<file path="src/rtl/cwm_pkg.sv">
// Purpose: shared constants and types for the complementary waveform modes
// Assumes: APB slave with 32-bit data, 8-bit byte address, one aligned word
//          per register
// Notes:   bits above each register's documented width read as zero
package cwm_pkg;
	// ------------------------------------------------------------------
	// register byte offsets
	// ------------------------------------------------------------------
	localparam logic [7:0] OFS_CONTROL_0  = 8'h00; // waveform_control_0
	localparam logic [7:0] OFS_CONTROL_1  = 8'h04; // waveform_control_1
	localparam logic [7:0] OFS_CLOCK_CTL  = 8'h08; // deadband_clock_control
	localparam logic [7:0] OFS_INPUT_SEL  = 8'h0C; // input_source_select
	localparam logic [7:0] OFS_STEER      = 8'h10; // steer and override bits
	localparam logic [7:0] OFS_DB_RISE    = 8'h14; // rising/reverse dead band
	localparam logic [7:0] OFS_DB_FALL    = 8'h18; // falling/forward dead band
	localparam logic [7:0] OFS_SHUTDOWN   = 8'h1C; // shutdown control
	localparam logic [7:0] OFS_STATUS     = 8'h20; // read-only live state
	// ------------------------------------------------------------------
	// field positions
	// ------------------------------------------------------------------
	localparam int POS_ENABLE   = 7;  // control_0 enable bit
	localparam int POS_OVERRIDE = 4;  // steer reg: override levels [7:4]
	localparam int POS_EXT_SD   = 1;  // shutdown reg: pin shutdown enable
	localparam int POS_SD_LEVEL = 4;  // shutdown reg: levels [7:4]
	localparam int POS_DIR      = 4;  // status: full-bridge direction
	localparam int POS_BUSY     = 5;  // status: dead band running
	localparam int POS_SD_ACT   = 6;  // status: shutdown active
	localparam int POS_PP_SIDE  = 7;  // status: push-pull next side
	// ------------------------------------------------------------------
	// mode codes
	// ------------------------------------------------------------------
	localparam logic [2:0] MODE_STEER_ASYNC = 3'h0;
	localparam logic [2:0] MODE_STEER_SYNC  = 3'h1;
	localparam logic [2:0] MODE_FB_FORWARD  = 3'h2;
	localparam logic [2:0] MODE_FB_REVERSE  = 3'h3;
	localparam logic [2:0] MODE_HALF_BRIDGE = 3'h4; // chosen code
	localparam logic [2:0] MODE_PUSH_PULL   = 3'h5; // chosen code
	localparam logic [1:0] MODE_FB_UPPER    = 2'h1; // mode[2:1] of full bridge
	// ------------------------------------------------------------------
	// reset values
	// ------------------------------------------------------------------
	localparam logic [3:0] RST_POLARITY = 4'hF; // active-high outputs
	localparam logic [5:0] RST_DEADBAND = 6'h00;
	localparam logic [2:0] RST_SOURCE   = 3'h0;
	localparam logic [3:0] RST_LEVELS   = 4'h0;
	// ------------------------------------------------------------------
	// all module state in one packed word
	// ------------------------------------------------------------------
	typedef struct packed {
		logic [7:0]  src_s1;    // source synchroniser, stage 1
		logic [7:0]  src_s2;    // source synchroniser, stage 2
		logic        sd_s1;
		logic        sd_s2;
		logic        osc_s1;
		logic        osc_s2;
		logic        osc_q;     // previous osc sample, edge detect
		logic        data_q;    // previous data sample, edge detect
		logic        en;
		logic [2:0]  mode;
		logic [3:0]  pol;       // invert_out_n: 1 = active high
		logic        cs;        // 1 = internal_fast_osc
		logic [2:0]  src_code;  // input_source_code
		logic [3:0]  steer;     // steer_select_n as written
		logic [3:0]  ovr;       // override_level_n
		logic [5:0]  dbr;
		logic [5:0]  dbf;
		logic        sw_sd;
		logic        ext_sd;
		logic [3:0]  sd_lvl;
		logic [3:0]  steer_act; // steer bits in force
		logic        dir;       // 0 forward, 1 reverse
		logic        busy_r;
		logic        busy_f;
		logic [5:0]  cnt_r;
		logic [5:0]  cnt_f;
		logic        pp_side;   // side of pulse in progress, 0 = A
		logic        pp_next;   // side of next pulse
		logic        pp_run;    // a pulse has advanced the sequencer
		logic [3:0]  outs;
		logic        pready;
		logic        pslverr;
		logic [31:0] prdata;
	} cwm_state_t;
endpackage

</file>
<file path="src/rtl/cwm_waveform_modes.sv">
// Purpose: output-mode logic of a complementary waveform generator
// Assumes: single 200 MHz clock; sources, shutdown pin and oscillator
//          arrive asynchronously and are synchronised here
// Notes:   APB slave, one wait state on every access
//
// Summary of operation
// - push-pull alternates pulses between outputs A and B
// - sequencer resets when disabled or shut down
// - first pulse after reset goes to A
// - C and D copy A and B, own polarity
// - mode 010: A active, B C inactive, D modulated
// - mode 011: C active, A D inactive, B modulated
// - direction toggles via lowest mode bit while enabled
// - direction change waits for next input rising edge
// - swap A/C, gate new modulated output through dead band
// - dead band only on modulated output, direction change
// - steering routes input to any output subset
// - steer bit 0 holds override, 1 follows input
// - polarity applies only to steered outputs
// - only steer bits synchronised, override bits direct
// - steering shutdown affects steered outputs only
// - mode 001: steering updates on input rising edge
// - mode 000: steering updates right after write
// - dead-band clock: system clock or fast oscillator
// - oscillator runs in sleep; system clock stops
// - source code selects one of eight inputs
// - polarity set active high; overrides unaffected
// - two 6-bit counters time dead band
module cwm_waveform_modes
	import cwm_pkg::*;
(
	input  wire logic        sys_clk_in,
	input  wire logic        sys_rst_in,
	input  wire logic        psel_in,
	input  wire logic        penable_in,
	input  wire logic        pwrite_in,
	input  wire logic [7:0]  paddr_in,
	input  wire logic [31:0] pwdata_in,
	output logic      [31:0] prdata_out,
	output logic             pready_out,
	output logic             pslverr_out,
	input  wire logic [7:0]  sources_in,
	input  wire logic        shutdown_n_in,
	input  wire logic        fast_osc_in,
	input  wire logic        sleep_in,
	output logic             output_a_out,
	output logic             output_b_out,
	output logic             output_c_out,
	output logic             output_d_out
);
	import cwm_pkg::*;

	cwm_state_t st;
	cwm_state_t next_st;

	logic        data_s;
	logic        rise;
	logic        tick;
	logic        sd_act;
	logic        is_fb;
	logic        is_steer;
	logic        pp_cur;
	logic        pp_ok;
	logic        modul;
	logic [3:0]  act;
	logic [3:0]  lvl;
	logic        wr;
	logic        rd;
	logic        hit;
	logic [31:0] rdata;

	// ------------------------------------------------------------------
	// decoded conditions
	// ------------------------------------------------------------------
	// the mux reads only the second synchroniser stage
	assign data_s   = st.src_s2[st.src_code];
	assign rise     = data_s & ~st.data_q;
	// system clock halts in sleep, so its ticks stop too
	assign tick     = st.cs ? (st.osc_s2 & ~st.osc_q)
	                        : ~sleep_in;
	assign sd_act   = st.en & (st.sw_sd | (st.ext_sd & ~st.sd_s2));
	assign is_fb    = st.mode[2:1] == MODE_FB_UPPER;
	assign is_steer = (st.mode == MODE_STEER_ASYNC)
	                | (st.mode == MODE_STEER_SYNC);
	// a rising edge in this cycle already belongs to the next side
	assign pp_cur   = rise ? st.pp_next : st.pp_side;
	assign pp_ok    = rise | st.pp_run;
	// the incoming modulated output stays off while dead band runs
	assign modul    = data_s & ~st.busy_r & ~st.busy_f;

	// ------------------------------------------------------------------
	// APB decode
	// ------------------------------------------------------------------
	// write lands only on the edge where pready is seen high
	assign wr = psel_in & penable_in & st.pready & pwrite_in;
	assign rd = psel_in & penable_in & ~st.pready;

	// read mux; unmapped offsets answer zero with pslverr
	always_comb begin
		rdata = 32'h0000_0000;
		hit   = 1'b1;
		case (paddr_in)
			OFS_CONTROL_0: begin
				rdata[POS_ENABLE] = st.en;
				rdata[2:0]        = st.mode;
			end
			OFS_CONTROL_1: rdata[3:0] = st.pol;
			OFS_CLOCK_CTL: rdata[0]   = st.cs;
			OFS_INPUT_SEL: rdata[2:0] = st.src_code;
			OFS_STEER: begin
				rdata[3:0] = st.steer;
				rdata[POS_OVERRIDE +: 4] = st.ovr;
			end
			OFS_DB_RISE:   rdata[5:0] = st.dbr;
			OFS_DB_FALL:   rdata[5:0] = st.dbf;
			OFS_SHUTDOWN: begin
				rdata[0]          = st.sw_sd;
				rdata[POS_EXT_SD] = st.ext_sd;
				rdata[POS_SD_LEVEL +: 4] = st.sd_lvl;
			end
			OFS_STATUS: begin
				rdata[3:0]         = st.outs;
				rdata[POS_DIR]     = st.dir;
				rdata[POS_BUSY]    = st.busy_r | st.busy_f;
				rdata[POS_SD_ACT]  = sd_act;
				rdata[POS_PP_SIDE] = st.pp_next;
			end
			default: hit = 1'b0;
		endcase
	end

	// ------------------------------------------------------------------
	// output levels
	// ------------------------------------------------------------------
	// act holds the active/inactive meaning, before polarity
	always_comb begin
		act = 4'h0;
		case (st.mode)
			MODE_PUSH_PULL: begin
				act[0] = data_s & pp_ok & ~pp_cur;
				act[1] = data_s & pp_ok & pp_cur;
				act[2] = act[0];
				act[3] = act[1];
			end
			MODE_HALF_BRIDGE: begin
				act[0] = data_s;
				act[1] = ~data_s;
				act[2] = act[0];
				act[3] = act[1];
			end
			MODE_FB_FORWARD, MODE_FB_REVERSE: begin
				// static outputs follow the applied direction at once
				act[0] = ~st.dir;
				act[2] = st.dir;
				act[1] = st.dir & modul;
				act[3] = ~st.dir & modul;
			end
			default: act = 4'h0;
		endcase
	end

	// polarity, steering and shutdown merged per output
	always_comb begin
		for (int i = 0; i < 4; i++) begin
			if (!st.en) begin
				lvl[i] = 1'b0;
			end else if (is_steer) begin
				if (st.steer_act[i]) begin
					// shutdown only reaches steered outputs
					lvl[i] = sd_act ? st.sd_lvl[i]
					       : (st.pol[i] ? data_s : ~data_s);
				end else begin
					lvl[i] = st.ovr[i];
				end
			end else if (sd_act) begin
				lvl[i] = st.sd_lvl[i];
			end else begin
				lvl[i] = st.pol[i] ? act[i] : ~act[i];
			end
		end
	end

	// ------------------------------------------------------------------
	// next state
	// ------------------------------------------------------------------
	always_comb begin
		next_st = st;
		// two-stage synchronisers and edge history
		next_st.src_s1 = sources_in;
		next_st.src_s2 = st.src_s1;
		next_st.sd_s1  = shutdown_n_in;
		next_st.sd_s2  = st.sd_s1;
		next_st.osc_s1 = fast_osc_in;
		next_st.osc_s2 = st.osc_s1;
		next_st.osc_q  = st.osc_s2;
		next_st.data_q = data_s;

		// register writes
		if (wr) begin
			case (paddr_in)
				OFS_CONTROL_0: begin
					next_st.en   = pwdata_in[POS_ENABLE];
					next_st.mode = pwdata_in[2:0];
				end
				OFS_CONTROL_1: next_st.pol      = pwdata_in[3:0];
				OFS_CLOCK_CTL: next_st.cs       = pwdata_in[0];
				OFS_INPUT_SEL: next_st.src_code = pwdata_in[2:0];
				OFS_STEER: begin
					next_st.steer = pwdata_in[3:0];
					next_st.ovr   = pwdata_in[POS_OVERRIDE +: 4];
				end
				OFS_DB_RISE:   next_st.dbr = pwdata_in[5:0];
				OFS_DB_FALL:   next_st.dbf = pwdata_in[5:0];
				OFS_SHUTDOWN: begin
					next_st.sw_sd  = pwdata_in[0];
					next_st.ext_sd = pwdata_in[POS_EXT_SD];
					next_st.sd_lvl = pwdata_in[POS_SD_LEVEL +: 4];
				end
				default: next_st.en = st.en;
			endcase
		end

		// push-pull sequencer
		if (!st.en || sd_act) begin
			next_st.pp_side = 1'b0;
			next_st.pp_next = 1'b0;
			next_st.pp_run  = 1'b0;
		end else if (rise) begin
			next_st.pp_side = st.pp_next;
			next_st.pp_next = ~st.pp_next;
			next_st.pp_run  = 1'b1;
		end

		// full-bridge direction and dead-band counters
		if (!st.en) begin
			next_st.dir    = st.mode[0];
			next_st.busy_r = 1'b0;
			next_st.busy_f = 1'b0;
		end else begin
			// a pending reversal waits for the input's rising edge
			if (is_fb && rise && (st.mode[0] != st.dir)) begin
				next_st.dir = st.mode[0];
				if (st.mode[0]) begin
					next_st.busy_r = st.dbr != RST_DEADBAND;
					next_st.cnt_r  = RST_DEADBAND;
					next_st.busy_f = 1'b0;
				end else begin
					next_st.busy_f = st.dbf != RST_DEADBAND;
					next_st.cnt_f  = RST_DEADBAND;
					next_st.busy_r = 1'b0;
				end
			end else if (tick) begin
				// count dead-band clock periods up to the set value
				if (st.busy_r) begin
					next_st.cnt_r  = st.cnt_r + 6'h01;
					next_st.busy_r = (st.cnt_r + 6'h01) != st.dbr;
				end
				if (st.busy_f) begin
					next_st.cnt_f  = st.cnt_f + 6'h01;
					next_st.busy_f = (st.cnt_f + 6'h01) != st.dbf;
				end
			end
		end

		// steer bits pass through their own register stage
		if (!st.en || st.mode == MODE_STEER_ASYNC) begin
			next_st.steer_act = st.steer;
		end else if (st.mode == MODE_STEER_SYNC && rise) begin
			next_st.steer_act = st.steer;
		end

		next_st.outs = lvl;

		// APB answer: one wait state, then a one-cycle pready
		next_st.pready  = rd;
		next_st.pslverr = rd & ~hit;
		next_st.prdata  = (rd && !pwrite_in) ? rdata : 32'h0000_0000;
	end

	// ------------------------------------------------------------------
	// state register
	// ------------------------------------------------------------------
	always_ff @(posedge sys_clk_in or posedge sys_rst_in) begin
		if (sys_rst_in) begin
			st          <= '0;
			st.pol      <= RST_POLARITY;
			st.src_code <= RST_SOURCE;
			st.dbr      <= RST_DEADBAND;
			st.dbf      <= RST_DEADBAND;
			st.sd_lvl   <= RST_LEVELS;
			st.sd_s1    <= 1'b1;
			st.sd_s2    <= 1'b1;
		end else begin
			st <= next_st;
		end
	end

	// outputs straight from flip-flops
	assign prdata_out   = st.prdata;
	assign pready_out   = st.pready;
	assign pslverr_out  = st.pslverr;
	assign output_a_out = st.outs[0];
	assign output_b_out = st.outs[1];
	assign output_c_out = st.outs[2];
	assign output_d_out = st.outs[3];
endmodule

</file>
<file path="config.mk">
export PLATFORM = sky130hd
export DESIGN_NAME = cwm_waveform_modes
export DESIGN_NICKNAME = d
export VERILOG_FILES = /design/src/rtl/cwm_pkg.sv /design/src/rtl/cwm_waveform_modes.sv
export SDC_FILE = /design/constraint.sdc
export NUM_CORES = 1
export LEC_CHECK = 0
export ABC_AREA = 1
export BUFFER_PORTS_ARGS = -buffer_cell sky130_fd_sc_hd__buf_2
export CAP_MARGIN = 20
export CORE_MARGIN = 10
export CORE_UTILIZATION = 47
export DETAILED_ROUTE_END_ITERATION = 8
export PLACE_DENSITY_LB_ADDON = 0.05
export SLEW_MARGIN = 5
export SYNTH_ARGS = -nofsm -noshare
export SYNTH_HDL_FRONTEND = slang
export SYNTH_SLANG_ARGS = --single-unit
</file>
<file path="constraint.sdc">
create_clock -name sys_clk_in -period 4.6 [get_ports sys_clk_in]
set_input_delay 0.46 -clock sys_clk_in [delete_from_list [all_inputs] [get_ports sys_clk_in]]
set_output_delay 0.46 -clock sys_clk_in [all_outputs]
set_load 0.005 [all_outputs]
</file>
; ---- Word-level counts from Yosys, hierarchy flattened
; Index checks and enable logic that the tools add are counted.
; Widths: inputs -> output; s select.
[totals]
regBits = 96
in_bits = 56
out_inout_bits = 38
word_cells = 179
[op_classes]
addsub = 2
n_lt_le_gt_ge = 1
n_eq_ne = 21
muxes = 57
bitwise = 36
reduce_logical = 29
[ops]
columns = op, n
row1 = $mux 1, 35
row2 = $eq 8x5->1 const B, 4
row3 = $mux 14, 2
row4 = $mux 6, 4
row5 = $and 1x1->1, 16
row6 = $eq 8x4->1 const B, 2
row7 = $not 1->1, 16
row8 = $reduce_and 2->1, 8
row9 = $add 6x1->6 const B, 2
row10 = $ne 6x6->1, 2
row11 = $pmux 4 s3, 1
row12 = $reduce_bool 6->1, 2
row13 = $pmux 2 s5, 1
row14 = $reduce_bool 2->1, 5
row15 = $mux 3, 3
row16 = $pmux 1 s9, 1
row17 = $reduce_or 9->1, 1
row18 = $eq 8x3->1 const B, 1
row19 = $eq 8x6->1 const B, 1
row20 = $logic_not 8->1, 1
row21 = $mux 4, 2
row22 = $mux 8, 1
row23 = $pmux 1 s8, 1
row24 = $reduce_and 4->1, 2
row25 = 21 further kinds, 32

; ---- Depth between registers and ports, before layout
; Gate-level depths: netlist of the first run.
[depth]
depth_word = 12
mapped_depth = 15
depth_no_buf = 15

; ---- Worst setup path before layout of the first run
; Ideal clock, no wire load.
[synth_path]
kind = input to register
from = input paddr_in[1]
to = register st[65] in the netlist's numbering
setup_time_ns = 0.128
arrival_ns = 1.635
setup_slack_ns = 2.837
path_stages = 9
n_path_buf = 2
cell_sequence = nor2_1 nand3_1 or2_2 clkbuf_1 inv_1 nand2_1 buf_2 nand2_1 o21ai_0
[synth_between]
elab_chain_cells = 2
[synth_rtl]
columns = element, line_no
row1 = "start, declared", cwm_waveform_modes.sv:37  ; input wire logic [7:0] paddr_in,
row2 = $eq 8x5->1, cwm_waveform_modes.sv:200  ; case (paddr_in)
row3 = $reduce_and 2->1 (no source line), --
row4 = "end signal, assigned", cwm_waveform_modes.sv:294  ; st <= next_st;
row5 = "end, declared", cwm_waveform_modes.sv:53  ; cwm_state_t st;
; Every way passes these cells.
; A chain may end at the register's enable or synchronous reset.

; ---- Worst setup path in the final report of the first run
[layout_path]
from = input paddr_in[1]
to = register st[83] in the netlist's numbering
; The elaborated chain is that of the path after synthesis.

==> impl_metrics.yaml, run 1 <==
logic_synthesis:
  synth_top_flop_cell: "dfrtp_1"
  syn_area_per_cell_um2: 8.155
  seq_area_frac_synth_pct: 49.33
  yosys.area_share.simple_pct: 21.36
  postSynthRegisterBits: 96
  synth-compound-area-share_pct: 12.96
  yosysTopAreaCell: "dfrtp_1"
  synth_top_family_by_area: "simple AND/OR/NAND/NOR gates"
  yosys-top-cells-count: "147 x nand2_1, 90 x dfrtp_1, 80 x inv_1, 57 x o21ai_0, 41 x nand3_1"
  yosysTopAreaCellShare_pct: 46.11
  ys_warn_count: 0
  synthMuxAreaShare_pct: 0.2049
  synth_fa_ha_area_share_pct: 1.281
  synth_edf_count: 0
  synth_cell_types: 40
  synth_most_common_cell: "nand2_1"
  synth_area_leaders: "dfrtp_1 46%, nand2_1 11%, inv_1 6.1%"
  syn_area_um2: 4885
  postSynthCellCount: 599
  synthArstFlopShare_pct: 100.0
  synth_xor_area_share_pct: 2.690
drt:
  drc_errors: 0
  drt_first_pass_iters: 5
  vias: 4010
  drt_iter0_drc: 387
  postRouteAntennaNets: 0
  vias_per_cell: 5.141
  drt-total-wl_um: 12230
  wl_per_cell_um: 15.68
timing:
  slew_headroom_pct: 39.34
  fmax_mhz: 432.3
  rsz0062_at_grt: "no"
  fin_crit_ns: 2.313
  slew_viol_final: 0
  setup_tns_ns: 0
  worstMarginPinSlew_ns: 0.9066
  hold_slack_ns: 0.1784
  fin_crit_sh_pct: 50.29
  fin_ws_ns: 2.287
  setup_viol: 0
  final-hold-violation-count: 0
  finClkSkew_ns: 0.01201
floorplanning:
  std_cell_rows: 37
  num_io_pins: 94
  die-area_um2: 14870
  die_w_um: 121.9
  start_util_pct: 47.74
  die_h_um: 121.9
  core-area_um2: 10230
worst_setup_path:
  r2r-end: "output_d_out$_DFF_PP0_"
  ff2ff_path_depth: 13
  crit_end: "st[83]$_DFFE_PP0P_"
  startpoint: "paddr_in[1]"
  crit_family: "simple AND/OR/NAND/NOR gates"
  path_depth: 6
  cp.arrival_ns: 2.58
  worst-endpoint-required_ns: 4.87
  cp_max_fo: 16
  crit_chain: "buf_2, nor2_1, nand2_1, nor2_1, nand2_1, o21ai_0"
  r2r_slack_ns: 2.57
  cp_num_buf_inv: 1
  path_class: "input port to flop"
  critPathMaxStageDelay_ns: 0.72
  crit_slowest_cell: "nor2_1"
  start_kind: "input port"
  worst_setup_path_end_kind: "flop"
  r2r-start: "st[86]$_DFFE_PP0P_"
power_and_ir_drop:
  totalPowerFinal_uw: 1454
  swShare_pct: 25.18
  p_clk_share_pct: 35.8
  p_leak_uw: 0.002595
  power_density_nw_per_um2: 275.0
  switchingPower_uw: 366.1
  combPwrFrac_pct: 5.0
  power_frac_seq_pct: 59.2
  irDropWorstVdd_uv: 148.8
  p_int_uw: 1088
grt:
  first_global_vias: 3888
  grt_overflow: 0
  antenna_found_initial: 0
  grt_start_max_net_pins: 53
  grt_usage_pct: 17.03
  grt_pass1_wl_um: 20110
clock_network:
  cts_buffer_depth: 2
  cts_buffers: 9
  cts_max_level: 3
  clock_latency_ns: 0.36
  path_clk_slew_ns: 0.10
  cts.root.buffer_cell: "clkbuf_8"
  cts_tree: "done"
  clock_sinks: 96
  hold_buffers: 0
  cts-resized-gates: 0
  cts_setup_buffers: 0
hold_path:
  hp-class: "input port to asynchronous set/reset pin"
layout:
  finalInstanceArea_um2: 5288
  drive_gt1_share_pct: 13.35
  num-fill-cells: 1011
  area_growth_pct: 8.248
  layout.nets: 700
  n_antenna_cell: 0
placed_design:
  gp_congestion: 0.8865
  numPortBuffers: 45
  hpwl_um: 9325
  place_ws_ns: 1.981
  place_area_um2: 5105
status:
  status: "complete, no violations"
flow_run:
  cap_violations: 0
final cells by class:
cell class	count	area, um2	share of cell area [%]
clock buffers	10	137.6	2.603
clock inverters	6	45.04	0.8519
inverters	85	321.6	6.081
multi-input cells	401	1971	37.27
flip-flops and latches	96	2410	45.57
well taps	136	170.2	3.218
repair buffers	46	232.7	4.401
cell families after synthesis:
group	after synthesis
other	1
and+or+nand+nor	246
muxes	1
xor gates and xnor gates	15
adders and majority gates	5
AOI/OAI and AO/OA	110
DFF	96
buffers and inverters	125
how the worst min path moves through the flow:
stage	startpoint	endpoint	slack, ns
4_1_cts	sources_in[0]	next_st[104]$_DFF_PP0_	0.18
6_report	sys_rst_in	st[48]$_DFFE_PP0P_	0.18
3_5_place_dp	next_st[104]$_DFF_PP0_	st[104]$_DFF_PP0_	0.33
5_1_grt	sources_in[0]	next_st[104]$_DFF_PP0_	0.17
2_1_floorplan	next_st[100]$_DFF_PP0_	next_st[99]$_DFF_PP0_	0.33
3_3_place_gp	next_st[109]$_DFF_PP0_	st[109]$_DFF_PP0_	0.33
metal layers:
metal	GRT usage, %	up-vias	part of all wire (%)
met3	3.654	16	8.1
met2	25.77	146	44
met4	5.738	0	1.8
li1	-	1961	-
met1	23.67	1887	46
met5	0	-	0
power by group through the flow:
stage | Clock, uW | Combinational [uW] | Sequential [uW]
finish | 521 | 72.5 | 861
floorplan | 0 | 56.3 | 876
detailed placement | 0 | 72.5 | 878
CTS | 537 | 72.9 | 861
global route | 567 | 83.9 | 863
global placement | 0 | 70.9 | 877
registers in the layout (all words and copies together) (netlist names):
signal,cells
output_b_out,1
next_st,11
st,71
output_a_out,1
output_c_out,1
pready_out,1
output_d_out,1
prdata_out,8
pslverr_out,1
placed cells by master, fill, tap and decap left out, drive strengths merged, types with 10 or more instances in the layout:
| master | count |
|---|---|
| inv | 85 |
| nand3 | 43 |
| clkbuf | 10 |
| o21ai | 63 |
| nor2 | 37 |
| nand2 | 150 |
| dfrtp | 90 |
| a21oi | 19 |
| buf | 46 |
| conb | 24 |
per-stage QoR:
step / instances / util (%)
after floorplan: 622 / -
after global placement: 764 / 49.90
after detailed placement: 764 / 49.90
after CTS: 780 / 51.68
after global routing: 780 / 51.68
final: 780 / 51.68
No activity file was read; power rests on OpenSTA's default activity.
==> run 2: changes to the inputs <==
==> constraint.sdc (replaced) <==
create_clock -name sys_clk_in -period 2.2 [get_ports sys_clk_in]
set_input_delay 0.22 -clock sys_clk_in [delete_from_list [all_inputs] [get_ports sys_clk_in]]
set_output_delay 0.22 -clock sys_clk_in [all_outputs]
set_load 0.005 [all_outputs]
==> impl_metrics.yaml, run 2 (synthesis gave the netlist of run 1 again) <==
layout:
  mostFrequentLayoutCell: "nand2_1"
  largest_reg_flops: 71
  area_growth_pct: 12.65
  regMostFlops: "st"
  n_antenna_cell: 0
  mostFrequentLayoutCells: "147 x nand2_1, 90 x dfrtp_1, 79 x inv_1"
  num-fill-cells: 962
  layout.nets: 716
  final_core_util_pct: 53.79
  drive_gt1_share_pct: 13.79
timing:
  setup_viol: 0
  setup_tns_ns: 0
  slew_viol_final: 0
  fin_crit_sh_pct: 88.21
  finClkSkew_ns: 0.01019
  fmax_mhz: 515.3
  fin_crit_ns: 1.941
  slew_headroom_pct: 51.57
  final-hold-violation-count: 0
  rsz0062_at_grt: "no"
  worstMarginPinSlew_ns: 0.7249
drt:
  drc_errors: 0
  drt_first_pass_iters: 5
  postRouteAntennaNets: 0
  drt-total-wl_um: 12380
  vias: 4032
  wl_per_cell_um: 15.55
  vias_per_cell: 5.065
  drt_iter0_drc: 295
power_and_ir_drop:
  p_leak_uw: 0.002701
  combPwrFrac_pct: 5.3
  power_frac_seq_pct: 54.6
  switchingPower_uw: 794.1
  swShare_pct: 24.08
  p_int_uw: 2504
  power_density_nw_per_um2: 599.3
  irDropWorstVdd_uv: 346.5
  p_clk_share_pct: 40.1
placed_design:
  gp_congestion: 0.8748
  hpwl_um: 9436
  numPortBuffers: 45
clock_network:
  cts_setup_buffers: 0
  clock_latency_ns: 0.36
  path_clk_slew_ns: 0.10
  cts_buffer_depth: 2
  cts_max_level: 3
  cts.root.buffer_cell: "clkbuf_8"
  clock_sinks: 96
  cts_tree: "done"
  cts_buffers: 9
worst_setup_path:
  cp.arrival_ns: 2.20
  worst_setup_path_end_kind: "flop"
  start_kind: "flop"
  crit_chain: "inv_2, nand2_1, nand3_1, nand3_1, nand3_2, inv_2, nand2_4, a21oi_4, o21ai_2, nor2_4, inv_2, nand2_1, o21ai_1"
  crit_slowest_cell: "dfrtp_1"
  worst_path_most_repeated_cell: "inv_2"
  critPathMaxStageDelay_ns: 0.48
  cp_max_fo: 7
  worst-endpoint-required_ns: 2.46
  path_class: "flop to flop"
floorplanning:
  die-area_um2: 14870
  core-area_um2: 10230
  die_h_um: 121.9
  die_w_um: 121.9
  start_util_pct: 47.74
  std_cell_rows: 37
  num_io_pins: 94
status:
  status: "complete, no violations"
grt:
  grt_pass1_wl_um: 19920
  grt_start_max_net_pins: 35
  first_global_vias: 3855
  antenna_found_initial: 0
  grt_overflow: 0
  grt_usage_pct: 16.78
flow_run:
  cap_violations: 0
hold_path:
  hp-class: "input port to flop"
run 2: cell types whose count changed in the layout (fill, tap and decap cells not counted), sizes merged:
cell         change
buf              +5
inv              +2
clkinvlp         -2
bufinv           +2
clkinv           -1
clkbuf           -1
dlygate4sd3     +11
run 2: power by group through the flow:
stage	registers [uW]	clock network, uW	logic [uW]
6_report	1800	1320	175
5_1_grt	1800	1420	202
4_1_cts	1800	1340	176
3_5_place_dp	1830	0	160
3_3_place_gp	1830	0	158
2_1_floorplan	1830	0	118
run 2: worst paths after layout:
path	startpoint	to	slack, ns	cells past startpoint
min in group asynchronous	sys_rst_in	next_st[107]$_DFF_PP0_	0.52	3
worst max-delay path	st[86]$_DFFE_PP0P_	st[41]$_DFFE_PP0P_	0.26	13
max in group asynchronous	sys_rst_in	st[93]$_DFFE_PP1P_	1.00	4
worst max register to register	st[86]$_DFFE_PP0P_	st[41]$_DFFE_PP0P_	0.26	13
worst min-delay path	penable_in	pready_out$_DFF_PP0_	0.10	3
worst min register to register	next_st[105]$_DFF_PP0_	st[105]$_DFF_PP0_	0.36	0
run 2: timing repair:
action | in CTS | in global routing
hold endpoints to repair | 36 | 0
setup endpoints to repair | 0 | 1
gates resized for setup | 0 | 1
hold buffers | 11 | 0
run 2: layout make-up:
cell class	instances	area [um2]	share of cell area [%]
Clock buffer	9	123.9	2.251
Clock inverter	7	100.1	1.819
Inverter	85	322.8	5.866
Multi-Input combinational cell	401	1971	35.81
Sequential cell	96	2410	43.79
Tap cell	136	170.2	3.092
Timing Repair Buffer	62	405.4	7.367
run 2: metrics by stage:
stage / cell area (um2) / hold slack [ns] / power, uW / worst slack, ns / std cells
after floorplan: 4975 / 0.2245 / 1950 / 0.5754 / 622
after global placement: 5169 / 0.3272 / 1992 / 0.3080 / 769
after detailed placement: 5169 / 0.3268 / 1995 / 0.2756 / 769
after CTS: 5503 / 0.09117 / 3320 / 0.2600 / 796
after global routing: 5503 / 0.1266 / 3421 / 0.01894 / 796
final: 5503 / 0.1000 / 3298 / 0.2594 / 796
run 2: critical path: cells and delay by family, from the launching register on:
kind	cells	cell delay (ns)
simple gates	7	0.70
compound gates	3	0.38
flops	1	0.48
buf+inv	3	0.28
run 2: metal layers:
layer  track usage [%]  share of wire [%]  up-vias
met5                 0                  0        -
met4             4.769                1.3        0
met3             3.191                7.6       13
met2             25.27                 44      144
met1             24.04                 47     1898
li1                  -                  -     1977
==> run 3: changes to the inputs <==
--- a/config.mk
+++ b/config.mk
@@ -6,11 +6,11 @@
 export NUM_CORES = 1
 export LEC_CHECK = 0
 export ABC_AREA = 1
-export BUFFER_PORTS_ARGS = -buffer_cell sky130_fd_sc_hd__buf_2
 export CAP_MARGIN = 20
-export CORE_MARGIN = 10
-export CORE_UTILIZATION = 47
+export CORE_MARGIN = 1
+export CORE_UTILIZATION = 63
 export DETAILED_ROUTE_END_ITERATION = 8
+export DONT_BUFFER_PORTS = 1
 export PLACE_DENSITY_LB_ADDON = 0.05
 export SLEW_MARGIN = 5
 export SYNTH_ARGS = -nofsm -noshare
==> impl_metrics.yaml, run 3 (synthesis gave the netlist of run 1 again) <==
floorplanning:
  std_cell_rows: 31
  die-area_um2: 8110
  die_h_um: 90.06
  num_io_pins: 94
  die_w_um: 90.06
  core-area_um2: 7370
  start_util_pct: 66.28
status:
  status: "complete, no violations"
clock_network:
  path_clk_slew_ns: 0.09
  cts_buffer_depth: 2
  cts-resized-gates: 0
  cts_tree: "done"
  cts_setup_buffers: 0
  cts.root.buffer_cell: "clkbuf_8"
  cts_buffers: 9
  clock_latency_ns: 0.36
  clock_sinks: 96
  cts_max_level: 3
placed_design:
  gp_congestion: 0.9372
  hpwl_um: 8376
  numPortBuffers: 0
  place_area_um2: 4920
worst_setup_path:
  worst-endpoint-required_ns: 2.45
  start_kind: "flop"
  cp_max_fo: 7
  cp.arrival_ns: 2.21
  r2r_slack_ns: 0.24
  path_class: "flop to flop"
  worst_setup_path_end_kind: "flop"
layout:
  regMostFlops: "st"
  layout.nets: 674
  mostFrequentLayoutCells: "147 x nand2_1, 90 x dfrtp_1, 79 x inv_1"
  area_growth_pct: 7.659
  final_core_util_pct: 71.36
  n_antenna_cell: 0
  drive_gt1_share_pct: 7.780
  finalInstanceArea_um2: 5259
  largest_reg_flops: 71
  mostFrequentLayoutCell: "nand2_1"
drt:
  drt_first_pass_iters: 5
  drt-total-wl_um: 11190
  drc_errors: 0
  drt_iter0_drc: 370
  vias_per_cell: 5.609
  postRouteAntennaNets: 0
  vias: 4016
  wl_per_cell_um: 15.63
power_and_ir_drop:
  totalPowerFinal_uw: 3249
  combPwrFrac_pct: 4.4
  power_density_nw_per_um2: 617.8
  swShare_pct: 22.07
  power_frac_seq_pct: 55.4
  switchingPower_uw: 717.0
  p_leak_uw: 0.002517
  p_int_uw: 2532
  p_clk_share_pct: 40.2
  irDropWorstVdd_uv: 384.8
grt:
  grt_usage_pct: 29.61
  grt_start_max_net_pins: 31
  use_met3_pct: 4.061
  grt_pass1_wl_um: 18670
  grtUsageMet1_pct: 41.59
  grt_use_met2_pct: 47.26
  grt_overflow: 0
  first_global_vias: 3789
  grt-busiest-layer: "met2"
  antenna_found_initial: 0
timing:
  final-hold-violation-count: 0
  fmax_mhz: 510.3
  fin_crit_ns: 1.960
  fin_crit_sh_pct: 89.07
  slew_headroom_pct: 55.10
  setup_tns_ns: 0
  setup_viol: 0
  rsz0062_at_grt: "no"
  finClkSkew_ns: 0.009664
  slew_viol_final: 0
  worstMarginPinSlew_ns: 0.6721
flow_run:
  cap_violations: 0
hold_path:
  hp-class: "input port to flop"
## run 3: cell types whose count changed in the layout (fill, tap and decap cells not counted)
| cell | change |
|---|---|
| o21ai_0 | +1 |
| clkbuf_8 | +2 |
| clkinv_4 | +1 |
| inv_6 | -3 |
| buf_4 | +3 |
| o21ai_1 | -1 |
| buf_2 | -45 |
| clkinv_2 | -1 |
## run 3: worst paths after layout
path | endpoint | cells after the start | start
max | st[41]$_DFFE_PP0P_ | 13 | st[86]$_DFFE_PP0P_
min | st[80]$_DFFE_PP0P_ | 2 | pwdata_in[6]
max reg2reg | st[41]$_DFFE_PP0P_ | 13 | st[86]$_DFFE_PP0P_
min reg2reg | st[105]$_DFF_PP0_ | 0 | next_st[105]$_DFF_PP0_
max in group asynchronous | st[102]$_DFF_PP1_ | 3 | sys_rst_in
min in group asynchronous | st[87]$_DFFE_PP0P_ | 2 | sys_rst_in
## run 3: power by group through the flow
stage / clock network (uW) / logic (uW) / registers (uW)
4_1_cts: 1320 / 144 / 1800
6_report: 1310 / 142 / 1800
3_3_place_gp: 0 / 124 / 1830
5_1_grt: 1380 / 163 / 1800
2_1_floorplan: 0 / 118 / 1830
3_5_place_dp: 0 / 127 / 1840
## run 3: critical path: stages, from the launching register on
cell and delay (ns):
dfrtp_1 0.49, inv_2 0.08, nand2_1 0.07, nand3_1 0.09
nand3_1 0.13, nand3_2 0.10, inv_2 0.12, nand2_4 0.10
a21oi_4 0.21, o21ai_2 0.10, nor2_4 0.15, inv_2 0.08
nand2_1 0.06, o21ai_1 0.06
## run 3: timing repair
item / CTS / global route
hold buffers: 11 / 0
endpoints found under the hold margin: 34 / 0
setup endpoints to repair: 0 / 0
## run 3: stage by stage
stage / worst slack (ns) / hold slack (ns) / cells
2_1_floorplan: 0.5754 / 0.2245 / 622
3_3_place_gp: 0.3094 / 0.2202 / 690
3_5_place_dp: 0.2513 / 0.2174 / 690
4_1_cts: 0.2317 / 0.0005008 / 716
5_1_grt: 0.01095 / 0.002189 / 716
6_report: 0.2404 / 0.01292 / 716
## run 3: layout make-up
class / instances / area, um2
flip-flops and latches: 96 / 2410
fillers: 590 / 2111
multi-input cells: 401 / 1971
inverters: 85 / 322.8
repair buffers: 20 / 202.7
clock buffers: 11 / 151.4
well taps: 99 / 123.9
clock inverters: 4 / 77.57
## run 3: layer usage
metal | share of wire [%] | wire (um) | vias to the layer above
met4 | 2.2 | 248 | 0
met1 | 43 | 4841 | 1898
met3 | 8.2 | 919 | 21
met5 | 0 | 0 | -
met2 | 46 | 5183 | 195
li1 | - | - | 1902
